===== src/logic/atpg_pkg.sv =====
// Functional notes
// [RQ1] The channel B select field picks its source: 0000 samples, 0001 all zeros, 0010 all ones.
// [RQ2] The chosen 16-bit word goes to the link in place of samples, with the two low bits zeroed in the 14-bit variant.
// [RQ3] Code 0011 alternates per sample between 1010...10 and its complement 0101...01.
// [RQ4] Code 0100 in the 16-bit variant is a ramp rising by one per sample from 0 to 65535.
// [RQ5] In the 14-bit variant the ramp rises by one every fourth sample from 0 to 16383.
// [RQ6] Code 0110 outputs user word one, bits 15:0 or bits 15:2 depending on the variant.
// [RQ7] Code 0111 alternates per sample between user word one and user word two.
// [RQ8] Code 1000 outputs the deskew word AAAAh, or 3AAAh in the 14-bit variant.
// [RQ9] Code 1010 outputs a pseudo-random sequence instead of samples.
// [RQ10] Code 1011 in the 16-bit variant repeats 1, 9598, 32768, 55938, 65535, 55938, 32768, 9598.
// [RQ11] In the 14-bit variant the sine repeats 0, 2399, 8192, 13984, 16383, 13984, 8192, 2399.
// [RQ12] User word one is the byte at 10h (high) and 11h (low), shared by both channels.
// [RQ13] User word two is the byte at 12h (high) and 13h (low), shared by both channels.
// [RQ14] The four user word bytes are read/write and reset to zero.
// [RQ15] Channel A has its own select field in bits 7:4 of the same register with the same codes.
// [RQ16] Unused codes should not be programmed and fall back to passing samples.
// [RQ17] The pseudo-random source is a maximal-length LFSR stepping once per sample, per channel.
package atpg_pkg;

	typedef struct packed {
		logic [15:0] cha;
		logic [15:0] chb;
	} atpg_pair_t;

	// Printed offsets are register indices; byte address is four times
	localparam logic [7:0] ATPG_IDX_SEL     = 8'h0f;
	localparam logic [7:0] ATPG_IDX_U1_HI   = 8'h10;
	localparam logic [7:0] ATPG_IDX_U1_LO   = 8'h11;
	localparam logic [7:0] ATPG_IDX_U2_HI   = 8'h12;
	localparam logic [7:0] ATPG_IDX_U2_LO   = 8'h13;
	localparam logic [7:0] ATPG_IDX_STATUS  = 8'h14;

	localparam logic [7:0] ATPG_RST_BYTE    = 8'h00;
	localparam int         ATPG_SEL_A_LSB   = 4;
	localparam int         ATPG_SEL_B_LSB   = 0;

	localparam logic [3:0] ATPG_PAT_NORMAL  = 4'h0;
	localparam logic [3:0] ATPG_PAT_ZEROS   = 4'h1;
	localparam logic [3:0] ATPG_PAT_ONES    = 4'h2;
	localparam logic [3:0] ATPG_PAT_TOGGLE  = 4'h3;
	localparam logic [3:0] ATPG_PAT_RAMP    = 4'h4;
	localparam logic [3:0] ATPG_PAT_SINGLE  = 4'h6;
	localparam logic [3:0] ATPG_PAT_DOUBLE  = 4'h7;
	localparam logic [3:0] ATPG_PAT_DESKEW  = 4'h8;
	localparam logic [3:0] ATPG_PAT_PRBS    = 4'ha;
	localparam logic [3:0] ATPG_PAT_SINE    = 4'hb;

	localparam logic [15:0] ATPG_TOGGLE_W   = 16'haaaa;
	localparam logic [15:0] ATPG_DESKEW16   = 16'haaaa;
	localparam logic [13:0] ATPG_DESKEW14   = 14'h3aaa;
	localparam logic [15:0] ATPG_MASK16     = 16'hffff;
	localparam logic [15:0] ATPG_MASK14     = 16'hfffc;
	localparam logic [15:0] ATPG_RAMP_LIM14 = 16'h3fff;
	localparam logic [1:0]  ATPG_RAMP_DIV   = 2'h3;
	localparam logic [15:0] ATPG_PRBS_SEED  = 16'h0001;
	// Taps of x^16 + x^14 + x^13 + x^11 + 1
	localparam logic [15:0] ATPG_PRBS_TAPS  = 16'hb400;

	localparam logic [15:0] ATPG_SINE16 [8] = '{16'h0001, 16'h257e,
		16'h8000, 16'hda82, 16'hffff, 16'hda82, 16'h8000, 16'h257e};
	localparam logic [13:0] ATPG_SINE14 [8] = '{14'h0000, 14'h095f,
		14'h2000, 14'h36a0, 14'h3fff, 14'h36a0, 14'h2000, 14'h095f};

	localparam int ATPG_FIFO_DEPTH = 4;
	localparam int ATPG_FIFO_WIDTH = 32;

endpackage


===== src/logic/atpg_top.sv =====
`timescale 1ns/100ps

module atpg_fifo #(
	parameter int WIDTH = 32,
	parameter int DEPTH = 4
) (
	input  wire logic             clk_i,       // Clock
	input  wire logic             sys_rst_i,   // Sync reset, high
	input  wire logic [WIDTH-1:0] in_data_i,   // Write word
	input  wire logic             in_valid_i,  // Write request
	output logic                  in_ready_o,  // Room for a word
	output logic      [WIDTH-1:0] out_data_o,  // Head word
	output logic                  out_valid_o, // Head valid
	input  wire logic             out_ready_i, // Head taken
	output logic      [$clog2(DEPTH+1)-1:0] count_o // Fill level
);
	localparam int CW = $clog2(DEPTH+1);

	logic [WIDTH-1:0] mem_q [DEPTH];
	logic [CW-1:0]    count_q;
	logic [CW-1:0]    count_d;
	logic             ready_q;
	logic             valid_q;
	logic             push;
	logic             pop;

	assign push = in_valid_i & ready_q;
	assign pop  = valid_q & out_ready_i;

	always_comb
	begin
		count_d = count_q;
		if (push & ~pop)
			count_d = count_q + CW'(1);
		else if (pop & ~push)
			count_d = count_q - CW'(1);
	end

	always_ff @(posedge clk_i)
	begin
		if (sys_rst_i)
		begin
			count_q <= '0;
			ready_q <= 1'b1;
			valid_q <= 1'b0;
		end
		else
		begin
			count_q <= count_d;
			ready_q <= (count_d != CW'(DEPTH));
			valid_q <= (count_d != '0);
		end
	end

	// Shift register: head always sits in entry zero
	genvar i;
	generate
		for (i = 0; i < DEPTH; i++)
		begin : g_ent
			logic [WIDTH-1:0] nxt;
			if (i < DEPTH - 1)
			begin : g_mid
				assign nxt = mem_q[i+1];
			end
			else
			begin : g_last
				assign nxt = mem_q[i];
			end
			always_ff @(posedge clk_i)
			begin
				if (sys_rst_i)
					mem_q[i] <= '0;
				else if (pop)
					mem_q[i] <= (push && count_q == CW'(i + 1))
						? in_data_i : nxt;
				else if (push && count_q == CW'(i))
					mem_q[i] <= in_data_i;
			end
		end
	endgenerate

	assign in_ready_o  = ready_q;
	assign out_valid_o = valid_q;
	assign out_data_o  = mem_q[0];
	assign count_o     = count_q;
endmodule

module atpg_top
	import atpg_pkg::*;
#(
	parameter bit VARIANT_14BIT = 1'b0
) (
	input  wire logic        clk_i,          // 125 MHz clock
	input  wire logic        sys_rst_i,      // Sync reset, high
	input  wire logic        psel_i,         // APB select
	input  wire logic        penable_i,      // APB enable
	input  wire logic        pwrite_i,       // APB write
	input  wire logic [7:0]  paddr_i,        // APB byte address
	input  wire logic [31:0] pwdata_i,       // APB write data
	output logic      [31:0] prdata_o,       // APB read data
	output logic             pready_o,       // APB ready
	output logic             pslverr_o,      // APB error
	input  wire atpg_pair_t  sample_i,       // Converted samples
	input  wire logic        sample_valid_i, // Sample pair valid
	output logic             sample_ready_o, // Sample pair taken
	output atpg_pair_t       link_data_o,    // Words to the link
	output logic             link_valid_o,   // Link word valid
	input  wire logic        link_ready_i    // Link accepts word
);
	localparam logic [15:0] MASK = VARIANT_14BIT ? ATPG_MASK14
		: ATPG_MASK16;

	logic [7:0]  pattern_select_q;
	logic [7:0]  user_word_one_high_q;
	logic [7:0]  user_word_one_low_q;
	logic [7:0]  user_word_two_high_q;
	logic [7:0]  user_word_two_low_q;
	logic [15:0] user_word_one;
	logic [15:0] user_word_two;
	logic        pready_q;
	logic        pslverr_q;
	logic [31:0] prdata_q;
	logic        apb_req;
	logic        apb_wr;
	logic [5:0]  idx;
	logic        idx_ok;
	logic [31:0] rd_val;
	logic        fifo_ready;
	logic [2:0]  fifo_count;
	logic        step;
	logic [15:0] word [2];
	atpg_pair_t  gen_pair;

	assign user_word_one = {user_word_one_high_q, user_word_one_low_q}; // [RQ12]
	assign user_word_two = {user_word_two_high_q, user_word_two_low_q}; // [RQ13]

	// APB: one wait state, write lands at the edge that samples pready
	assign apb_req = psel_i & penable_i;
	assign apb_wr  = apb_req & pready_q & pwrite_i & ~pslverr_q;
	assign idx     = paddr_i[7:2];

	always_comb
	begin
		idx_ok = 1'b1;
		rd_val = '0;
		case ({2'b00, idx})
			ATPG_IDX_SEL:    rd_val[7:0] = pattern_select_q;
			ATPG_IDX_U1_HI:  rd_val[7:0] = user_word_one_high_q; // [RQ14]
			ATPG_IDX_U1_LO:  rd_val[7:0] = user_word_one_low_q;
			ATPG_IDX_U2_HI:  rd_val[7:0] = user_word_two_high_q;
			ATPG_IDX_U2_LO:  rd_val[7:0] = user_word_two_low_q;
			ATPG_IDX_STATUS: rd_val[4:0] = {~fifo_ready, fifo_count,
				link_valid_o};
			default:         idx_ok = 1'b0;
		endcase
		if (paddr_i[1:0] != 2'b00)
			idx_ok = 1'b0;
	end

	always_ff @(posedge clk_i)
	begin
		if (sys_rst_i)
		begin
			pready_q  <= 1'b0;
			pslverr_q <= 1'b0;
			prdata_q  <= '0;
		end
		else
		begin
			pready_q  <= apb_req & ~pready_q;
			pslverr_q <= apb_req & ~pready_q & ~idx_ok;
			if (apb_req & ~pready_q)
				prdata_q <= (pwrite_i | ~idx_ok) ? '0 : rd_val;
		end
	end

	always_ff @(posedge clk_i)
	begin
		if (sys_rst_i)
		begin
			pattern_select_q     <= ATPG_RST_BYTE;
			user_word_one_high_q <= ATPG_RST_BYTE; // [RQ14]
			user_word_one_low_q  <= ATPG_RST_BYTE;
			user_word_two_high_q <= ATPG_RST_BYTE;
			user_word_two_low_q  <= ATPG_RST_BYTE;
		end
		else if (apb_wr)
		begin
			case ({2'b00, idx})
				ATPG_IDX_SEL:   pattern_select_q     <= pwdata_i[7:0];
				ATPG_IDX_U1_HI: user_word_one_high_q <= pwdata_i[7:0];
				ATPG_IDX_U1_LO: user_word_one_low_q  <= pwdata_i[7:0];
				ATPG_IDX_U2_HI: user_word_two_high_q <= pwdata_i[7:0];
				ATPG_IDX_U2_LO: user_word_two_low_q  <= pwdata_i[7:0];
				default:        pattern_select_q     <= pattern_select_q;
			endcase
		end
	end

	assign step = sample_valid_i & fifo_ready;

	// Channel 0 is A (select bits 7:4), channel 1 is B (bits 3:0)
	genvar c;
	generate
		for (c = 0; c < 2; c++)
		begin : g_ch
			localparam int LSB = (c == 0) ? ATPG_SEL_A_LSB
				: ATPG_SEL_B_LSB;
			logic [3:0]  sel;
			logic [15:0] smp;
			logic [15:0] raw;
			logic        tog_q;
			logic        dbl_q;
			logic [15:0] ramp_q;
			logic [1:0]  div_q;
			logic [15:0] prbs_q;
			logic [2:0]  sine_q;

			assign sel = pattern_select_q[LSB +: 4]; // [RQ15]
			assign smp = (c == 0) ? sample_i.cha : sample_i.chb;

			always_ff @(posedge clk_i)
			begin
				if (sys_rst_i)
				begin
					tog_q  <= 1'b0;
					dbl_q  <= 1'b0;
					sine_q <= '0;
				end
				else if (step)
				begin
					tog_q  <= ~tog_q;  // [RQ3]
					dbl_q  <= ~dbl_q;  // [RQ7]
					sine_q <= sine_q + 3'h1; // [RQ10] [RQ11]
				end
			end

			always_ff @(posedge clk_i)
			begin
				if (sys_rst_i)
				begin
					ramp_q <= '0;
					div_q  <= '0;
				end
				else if (step)
				begin
					div_q <= div_q + 2'h1;
					if (!VARIANT_14BIT)
						ramp_q <= ramp_q + 16'h0001; // [RQ4]
					else if (div_q == ATPG_RAMP_DIV)
						ramp_q <= (ramp_q + 16'h0001)
							& ATPG_RAMP_LIM14; // [RQ5]
				end
			end

			// Galois LFSR, one shift per sample
			always_ff @(posedge clk_i)
			begin
				if (sys_rst_i)
					prbs_q <= ATPG_PRBS_SEED;
				else if (step)
					prbs_q <= prbs_q[0]
						? ((prbs_q >> 1) ^ ATPG_PRBS_TAPS)
						: (prbs_q >> 1); // [RQ17]
			end

			always_comb
			begin
				case (sel) // [RQ1]
					ATPG_PAT_NORMAL: raw = smp;
					ATPG_PAT_ZEROS:  raw = '0;
					ATPG_PAT_ONES:   raw = '1;
					ATPG_PAT_TOGGLE: raw = tog_q ? ~ATPG_TOGGLE_W
						: ATPG_TOGGLE_W; // [RQ3]
					ATPG_PAT_RAMP:   raw = VARIANT_14BIT
						? {ramp_q[13:0], 2'b00} : ramp_q; // [RQ4] [RQ5]
					ATPG_PAT_SINGLE: raw = user_word_one; // [RQ6]
					ATPG_PAT_DOUBLE: raw = dbl_q ? user_word_two
						: user_word_one; // [RQ7]
					ATPG_PAT_DESKEW: raw = VARIANT_14BIT
						? {ATPG_DESKEW14, 2'b00} : ATPG_DESKEW16; // [RQ8]
					ATPG_PAT_PRBS:   raw = prbs_q; // [RQ9]
					ATPG_PAT_SINE:   raw = VARIANT_14BIT
						? {ATPG_SINE14[sine_q], 2'b00}
						: ATPG_SINE16[sine_q]; // [RQ10] [RQ11]
					default:         raw = smp; // [RQ16]
				endcase
			end

			assign word[c] = raw & MASK; // [RQ2]
		end
	endgenerate

	assign gen_pair.cha = word[0];
	assign gen_pair.chb = word[1];

	atpg_fifo #(
		.WIDTH (ATPG_FIFO_WIDTH),
		.DEPTH (ATPG_FIFO_DEPTH)
	) u_fifo (
		.clk_i       (clk_i),
		.sys_rst_i   (sys_rst_i),
		.in_data_i   (gen_pair),
		.in_valid_i  (sample_valid_i),
		.in_ready_o  (fifo_ready),
		.out_data_o  (link_data_o), // [RQ2]
		.out_valid_o (link_valid_o),
		.out_ready_i (link_ready_i),
		.count_o     (fifo_count)
	);

	assign sample_ready_o = fifo_ready;
	assign prdata_o       = prdata_q;
	assign pready_o       = pready_q;
	assign pslverr_o      = pslverr_q;
endmodule


===== config.mk =====
export PLATFORM = sky130hd
export DESIGN_NAME = atpg_top
export DESIGN_NICKNAME = d
export VERILOG_FILES = /design/src/logic/atpg_pkg.sv /design/src/logic/atpg_top.sv
export SDC_FILE = /design/constraint.sdc
export NUM_CORES = 1
export LEC_CHECK = 0
export CORE_UTILIZATION = 65
export CTS_BUF_LIST = sky130_fd_sc_hd__clkbuf_4 sky130_fd_sc_hd__clkbuf_8
export DETAILED_ROUTE_END_ITERATION = 8
export DONT_BUFFER_PORTS = 1
export PLACE_DENSITY = 0.9
export SYNTH_ARGS = -nofsm -noshare
export SYNTH_HDL_FRONTEND = slang
export SYNTH_SLANG_ARGS = --single-unit

===== constraint.sdc =====
create_clock -name clk_i -period 7.7 [get_ports clk_i]
set_input_delay 1.54 -clock clk_i [delete_from_list [all_inputs] [get_ports clk_i]]
set_output_delay 1.54 -clock clk_i [all_outputs]
set_load 0.02 [all_outputs]

# Word-level counts from Yosys, hierarchy flattened
# Memories as Yosys holds them, arrays and structs flattened.
# Cells that the tools add are included.
# word_totals
latchBits	0
register_bits	153
ramBits	128
mem_bits_ro	256
out_inout_bits	68
memories	3
word_cells	160
inputBits	79
# classes
n_bitwise	33
shift	0
n_mul	0
n_lt_le_gt_ge	2
n_reduce_logical	14
n_eq_ne	29
div_mod_pow	0
n_addsub	6
mux	52
# mem_list
name	depth	width	rd	rd_clocked_by_memory_dff	wr	line_no	rtl
(no name shown)	8	16	1	0	0	atpg_top.sv:285	: ATPG_SINE16[sine_q];
(no name shown)	8	16	1	0	0	atpg_top.sv:285	
u_fifo.mem_q	4	32	4	0	4	atpg_top.sv:19	logic [WIDTH-1:0] mem_q [DEPTH];
# op_table
cell	count
2-to-1 mux 32 bit	12
case mux 16 bit (9 select lines)	2
2-to-1 mux 16 bit	10
adder 16 x 1 -> 16 bit, second input constant	2
equality test 6 x 5 -> 1 bit, second input constant	5
case mux 5 bit (6 select lines)	1
equality test 4 x 3 -> 1 bit, second input constant	6
equality test 4 bit, second input constant	6
2-to-1 mux 1 bit	23
equality test 4 x 2 -> 1 bit, second input constant	4
NOT 3 -> 4 bit	4
case mux 3 bit (5 select lines)	1
bitwise AND 1 bit	10
NOT 1 bit	10
AND reduction 2 bit	5
adder 3 x 1 -> 3 bit, second input constant	3
bitwise OR 1 bit	9
equality test 4 x 1 -> 1 bit, second input constant	2
greater-or-equal comparator 4 bit, second input constant	2
2-to-1 mux 8 bit	1
equality test 3 x 2 -> 1 bit, second input constant	2
equality test 6 x 4 -> 1 bit, second input constant	1
2-to-1 mux 3 bit	2
OR reduction 6 bit	1
8 further kinds	12

# Longest topological paths before layout
# depth
word_depth	8
depth_mapped	9
depth_no_buf	7

# Cells and area by module
# Synthesis repeated with hierarchy kept, for this count alone.
# unflattened
hier_cells	1252
hier_area_um2	12768.5
# by_module_without_submodules
module	cells_each	seq_area_each_um2	area_per_inst_um2	n_inst
atpg_top	804	2482.4	7013.0	1
atpg_fifo	448	3943.8	5755.5	1

# Worst setup path after synthesis
# Ideal clock, no wire load.
# synth_timing
kind	input-to-reg
start	in link_ready_i
end	mem u_fifo.mem_q[3][0] (enable)
required_ns	7.272
arrival_ns	3.582
setup_time_ns	0.428
path_stages	4
path_buffers	1
setup_slack_ns	3.690
path_cell_list	nand2_1 clkbuf_1 a21oi_1 o21bai_1
# synth_rtl
element	line_no	rtl
start, declared	atpg_top.sv:108	input wire logic link_ready_i
end, declared	atpg_top.sv:19	

==> impl_metrics.env <==
export IMPL_cp_start_kind="primary input"
export IMPL_ys_warn_count=0
export IMPL_synth_edff_count=128
export IMPL_combPwrFrac=0.128
export IMPL_timing_final_crit_share=0.471
export IMPL_htree_levels=2
export IMPL_instances_no_fill=1556
export IMPL_rsz0062_at_grt="no"
export IMPL_drt_iter0_markers=1072
export IMPL_avgSynthCellArea_sq_um=9.95
export IMPL_netlist_cell_type_count=74
export IMPL_wl_met3_microns=3180
export IMPL_root_buffer="clkbuf_8"
export IMPL_hp_class="reg -> reg"
export IMPL_hold_viol_final=0
export IMPL_fin_nets=1354
export IMPL_drive_above_1_share=0.102
export IMPL_ant_nets=0
export IMPL_core_area_sq_um=19500
export IMPL_area_delta_synth_final_pct=6.07
export IMPL_clockBufferDepth=3
export IMPL_p_total_mw=3.50
export IMPL_nFillCells=1376
export IMPL_drv_cap=0
export IMPL_crit_required_ns=8.10
export IMPL_fin_crit_ns=3.63
export IMPL_gp_congestion=0.951
export IMPL_tns_ns=0
export IMPL_grt_pass1_vias=9419
export IMPL_fmax_mhz=276
export IMPL_setup_viol=0
export IMPL_tightest_slew_ns=1.22
export IMPL_endpoint_kind="flip-flop"
export IMPL_cts_resized=0
export IMPL_worst_setup_path_type="in -> reg"
export IMPL_dpl_hpwl_microns=22000
export IMPL_cts_inserted_buffers=42
export IMPL_multi_input_area_sq_um=5960
export IMPL_final_cell_mix="nand2_1 (146), nor2_1 (139), dfxtp_1 (129), edfxtp_1 (128), a22o_1 (70)"
export IMPL_cts_setup_buffers=0
export IMPL_grt_overflow=0
export IMPL_yosys_register_bits=257
export IMPL_portBuffers=0
export IMPL_p_switching_mw=0.994
export IMPL_arrival_ns=4.03
export IMPL_placed_cell_area_sq_um=12800
export IMPL_post_place_ws_ns=3.59
export IMPL_synthCells=1298
export IMPL_grt_usage=0.311
export IMPL_fin_ws_ns=4.07
export IMPL_holdBufCountCts=0
export IMPL_ff_latch_area_sq_um=6430
export IMPL_synth_main_ff_cell="dfxtp_1"
export IMPL_final_common_cell="nand2_1"
export IMPL_clock_sinks=257
export IMPL_seqPwrFrac=0.529
export IMPL_std_cell_rows=51
export IMPL_routed_top_layer="met4"
export IMPL_path_max_fanout=37
export IMPL_grt_pass1_wl_microns=49100
export IMPL_final_util=0.704
export IMPL_wl_per_cell_microns=20.1
export IMPL_outcome="finished, final reports clean"
export IMPL_num_vias=10100
export IMPL_die_y_microns=143
export IMPL_dr_pass1_iters=6
export IMPL_io_pins=147
export IMPL_leakage_nw=5.05
export IMPL_yosysTopAreaCell="edfxtp_1"
export IMPL_routed_via_density=6.47
export IMPL_wl_microns=31300
export IMPL_antenna_cells=0
export IMPL_finalMaxSlewViolations=0
export IMPL_netlist_area_sq_um=12900
export IMPL_async_reset_ff_frac=0
export IMPL_die_area_sq_um=20400
export IMPL_finalClockSkew_ns=0.0308
export IMPL_fin_area_sq_um=13700
export IMPL_p_per_area_nw_per_um2=256
export IMPL_die_w_microns=143
export IMPL_maxSlewHeadroom=0.182
export IMPL_clkPwrFrac=0.344
export IMPL_antenna_found_initial=0
export IMPL_grt_max_degree=147
export IMPL_wl_met1_microns=11900
export IMPL_dp_cells=1480
export IMPL_route_detailed_drc=0
export IMPL_cts_tree="built"
export IMPL_ys_seq_area_frac=0.498
export IMPL_switching_share=0.284
export IMPL_path_clk_slew_ns=0.06
export IMPL_fin_hold_ws_ns=0.469
export IMPL_wl_met2_microns=14200
export IMPL_internal_power_mw=2.51
export IMPL_start_util=0.664
export IMPL_synthTopCellsByArea="edfxtp_1 (30%), dfxtp_1 (20%), a22o_1 (4.7%), nand2_1 (4.2%), nor2_1 (4.0%)"
export IMPL_ir_drop_mv=0.107
export IMPL_r2r_slack_ns=4.39
export IMPL_clkLatencyLatePin_ns=0.56
export IMPL_synth_top_area_share=0.298
power by group through the flow:
stage | logic, mW | registers [mW] | clock network, mW
floorplan | 0.381 | 1.84 | 0
global placement | 0.411 | 1.86 | 0
detailed placement | 0.436 | 1.88 | 0
CTS | 0.441 | 1.85 | 1.21
global route | 0.497 | 1.87 | 1.28
finish | 0.447 | 1.85 | 1.20
metal layers:
| layer | vias up | global-route usage |
|---|---|---|
| met5 | - | 0 |
| met3 | 121 | 0.0768 |
| met2 | 590 | 0.485 |
| li1 | 4624 | - |
| met4 | 0 | 0.198 |
| met1 | 4730 | 0.387 |
flip-flops by register name, indices dropped and copies added, names as in the netlist, 8 cells and up:
name / flops
g_ch.prbs_q: 32
g_ch.ramp_q: 32
user_word_one_high_q: 8
pattern_select_q: 8
u_fifo.mem_q: 128
user_word_one_low_q: 8
user_word_two_low_q: 8
user_word_two_high_q: 8
prdata_o: 8
cells in the mapped netlist (17+ instances only):
| library cell | n |
|---|---|
| a21oi_1 | 64 |
| a22o_1 | 70 |
| a22oi_1 | 35 |
| and2_1 | 32 |
| buf_2 | 21 |
| buf_4 | 29 |
| clkbuf_1 | 54 |
| dfxtp_1 | 129 |
| edfxtp_1 | 128 |
| mux2i_1 | 41 |
| nand2_1 | 146 |
| nand3_1 | 22 |
| nor2_1 | 139 |
| o21ai_0 | 54 |
| or2_2 | 19 |
| xnor2_1 | 25 |
| xor2_1 | 17 |
final cells by class:
cell class              instances  share of cell area
well taps                     265              0.0242
multi-input cells             935               0.435
repair buffers                  8             0.00438
clock inverters                10             0.00384
clock buffers                  66              0.0595
inverters                      15             0.00411
flip-flops and latches        257               0.469
worst paths after layout:
| check | from | endpoint | depth (start not counted) |
|---|---|---|---|
| setup / recovery | sample_valid_i | u_fifo.mem_q[1][7] | 5 |
| hold reg to reg | g_ch[1].prbs_q[4] | g_ch[1].prbs_q[3] | 2 |
| hold / removal | g_ch[1].prbs_q[4] | g_ch[1].prbs_q[3] | 2 |
| setup reg to reg | u_fifo.in_ready_o | u_fifo.mem_q[1][7] | 5 |
worst max-delay path: stages:
cell and delay, ns:
and2_2 0.61, and3_1 0.55, a21oi_1 0.15, nor2_1 0.87, a22o_1 0.29
cell families after synthesis:
family                     after synthesis  share of synthesized area
buffers and inverters                  129                     0.0481
adders and majority gates               16                     0.0155
muxes                                   51                     0.0475
AOI/OAI and AO/OA                      326                      0.181
other                                    1                   0.000290
DFF                                    257                      0.498
xor gates and xnor gates                42                     0.0285
and+or+nand+nor                        476                      0.182
No activity file was read; power rests on OpenSTA's default activity.
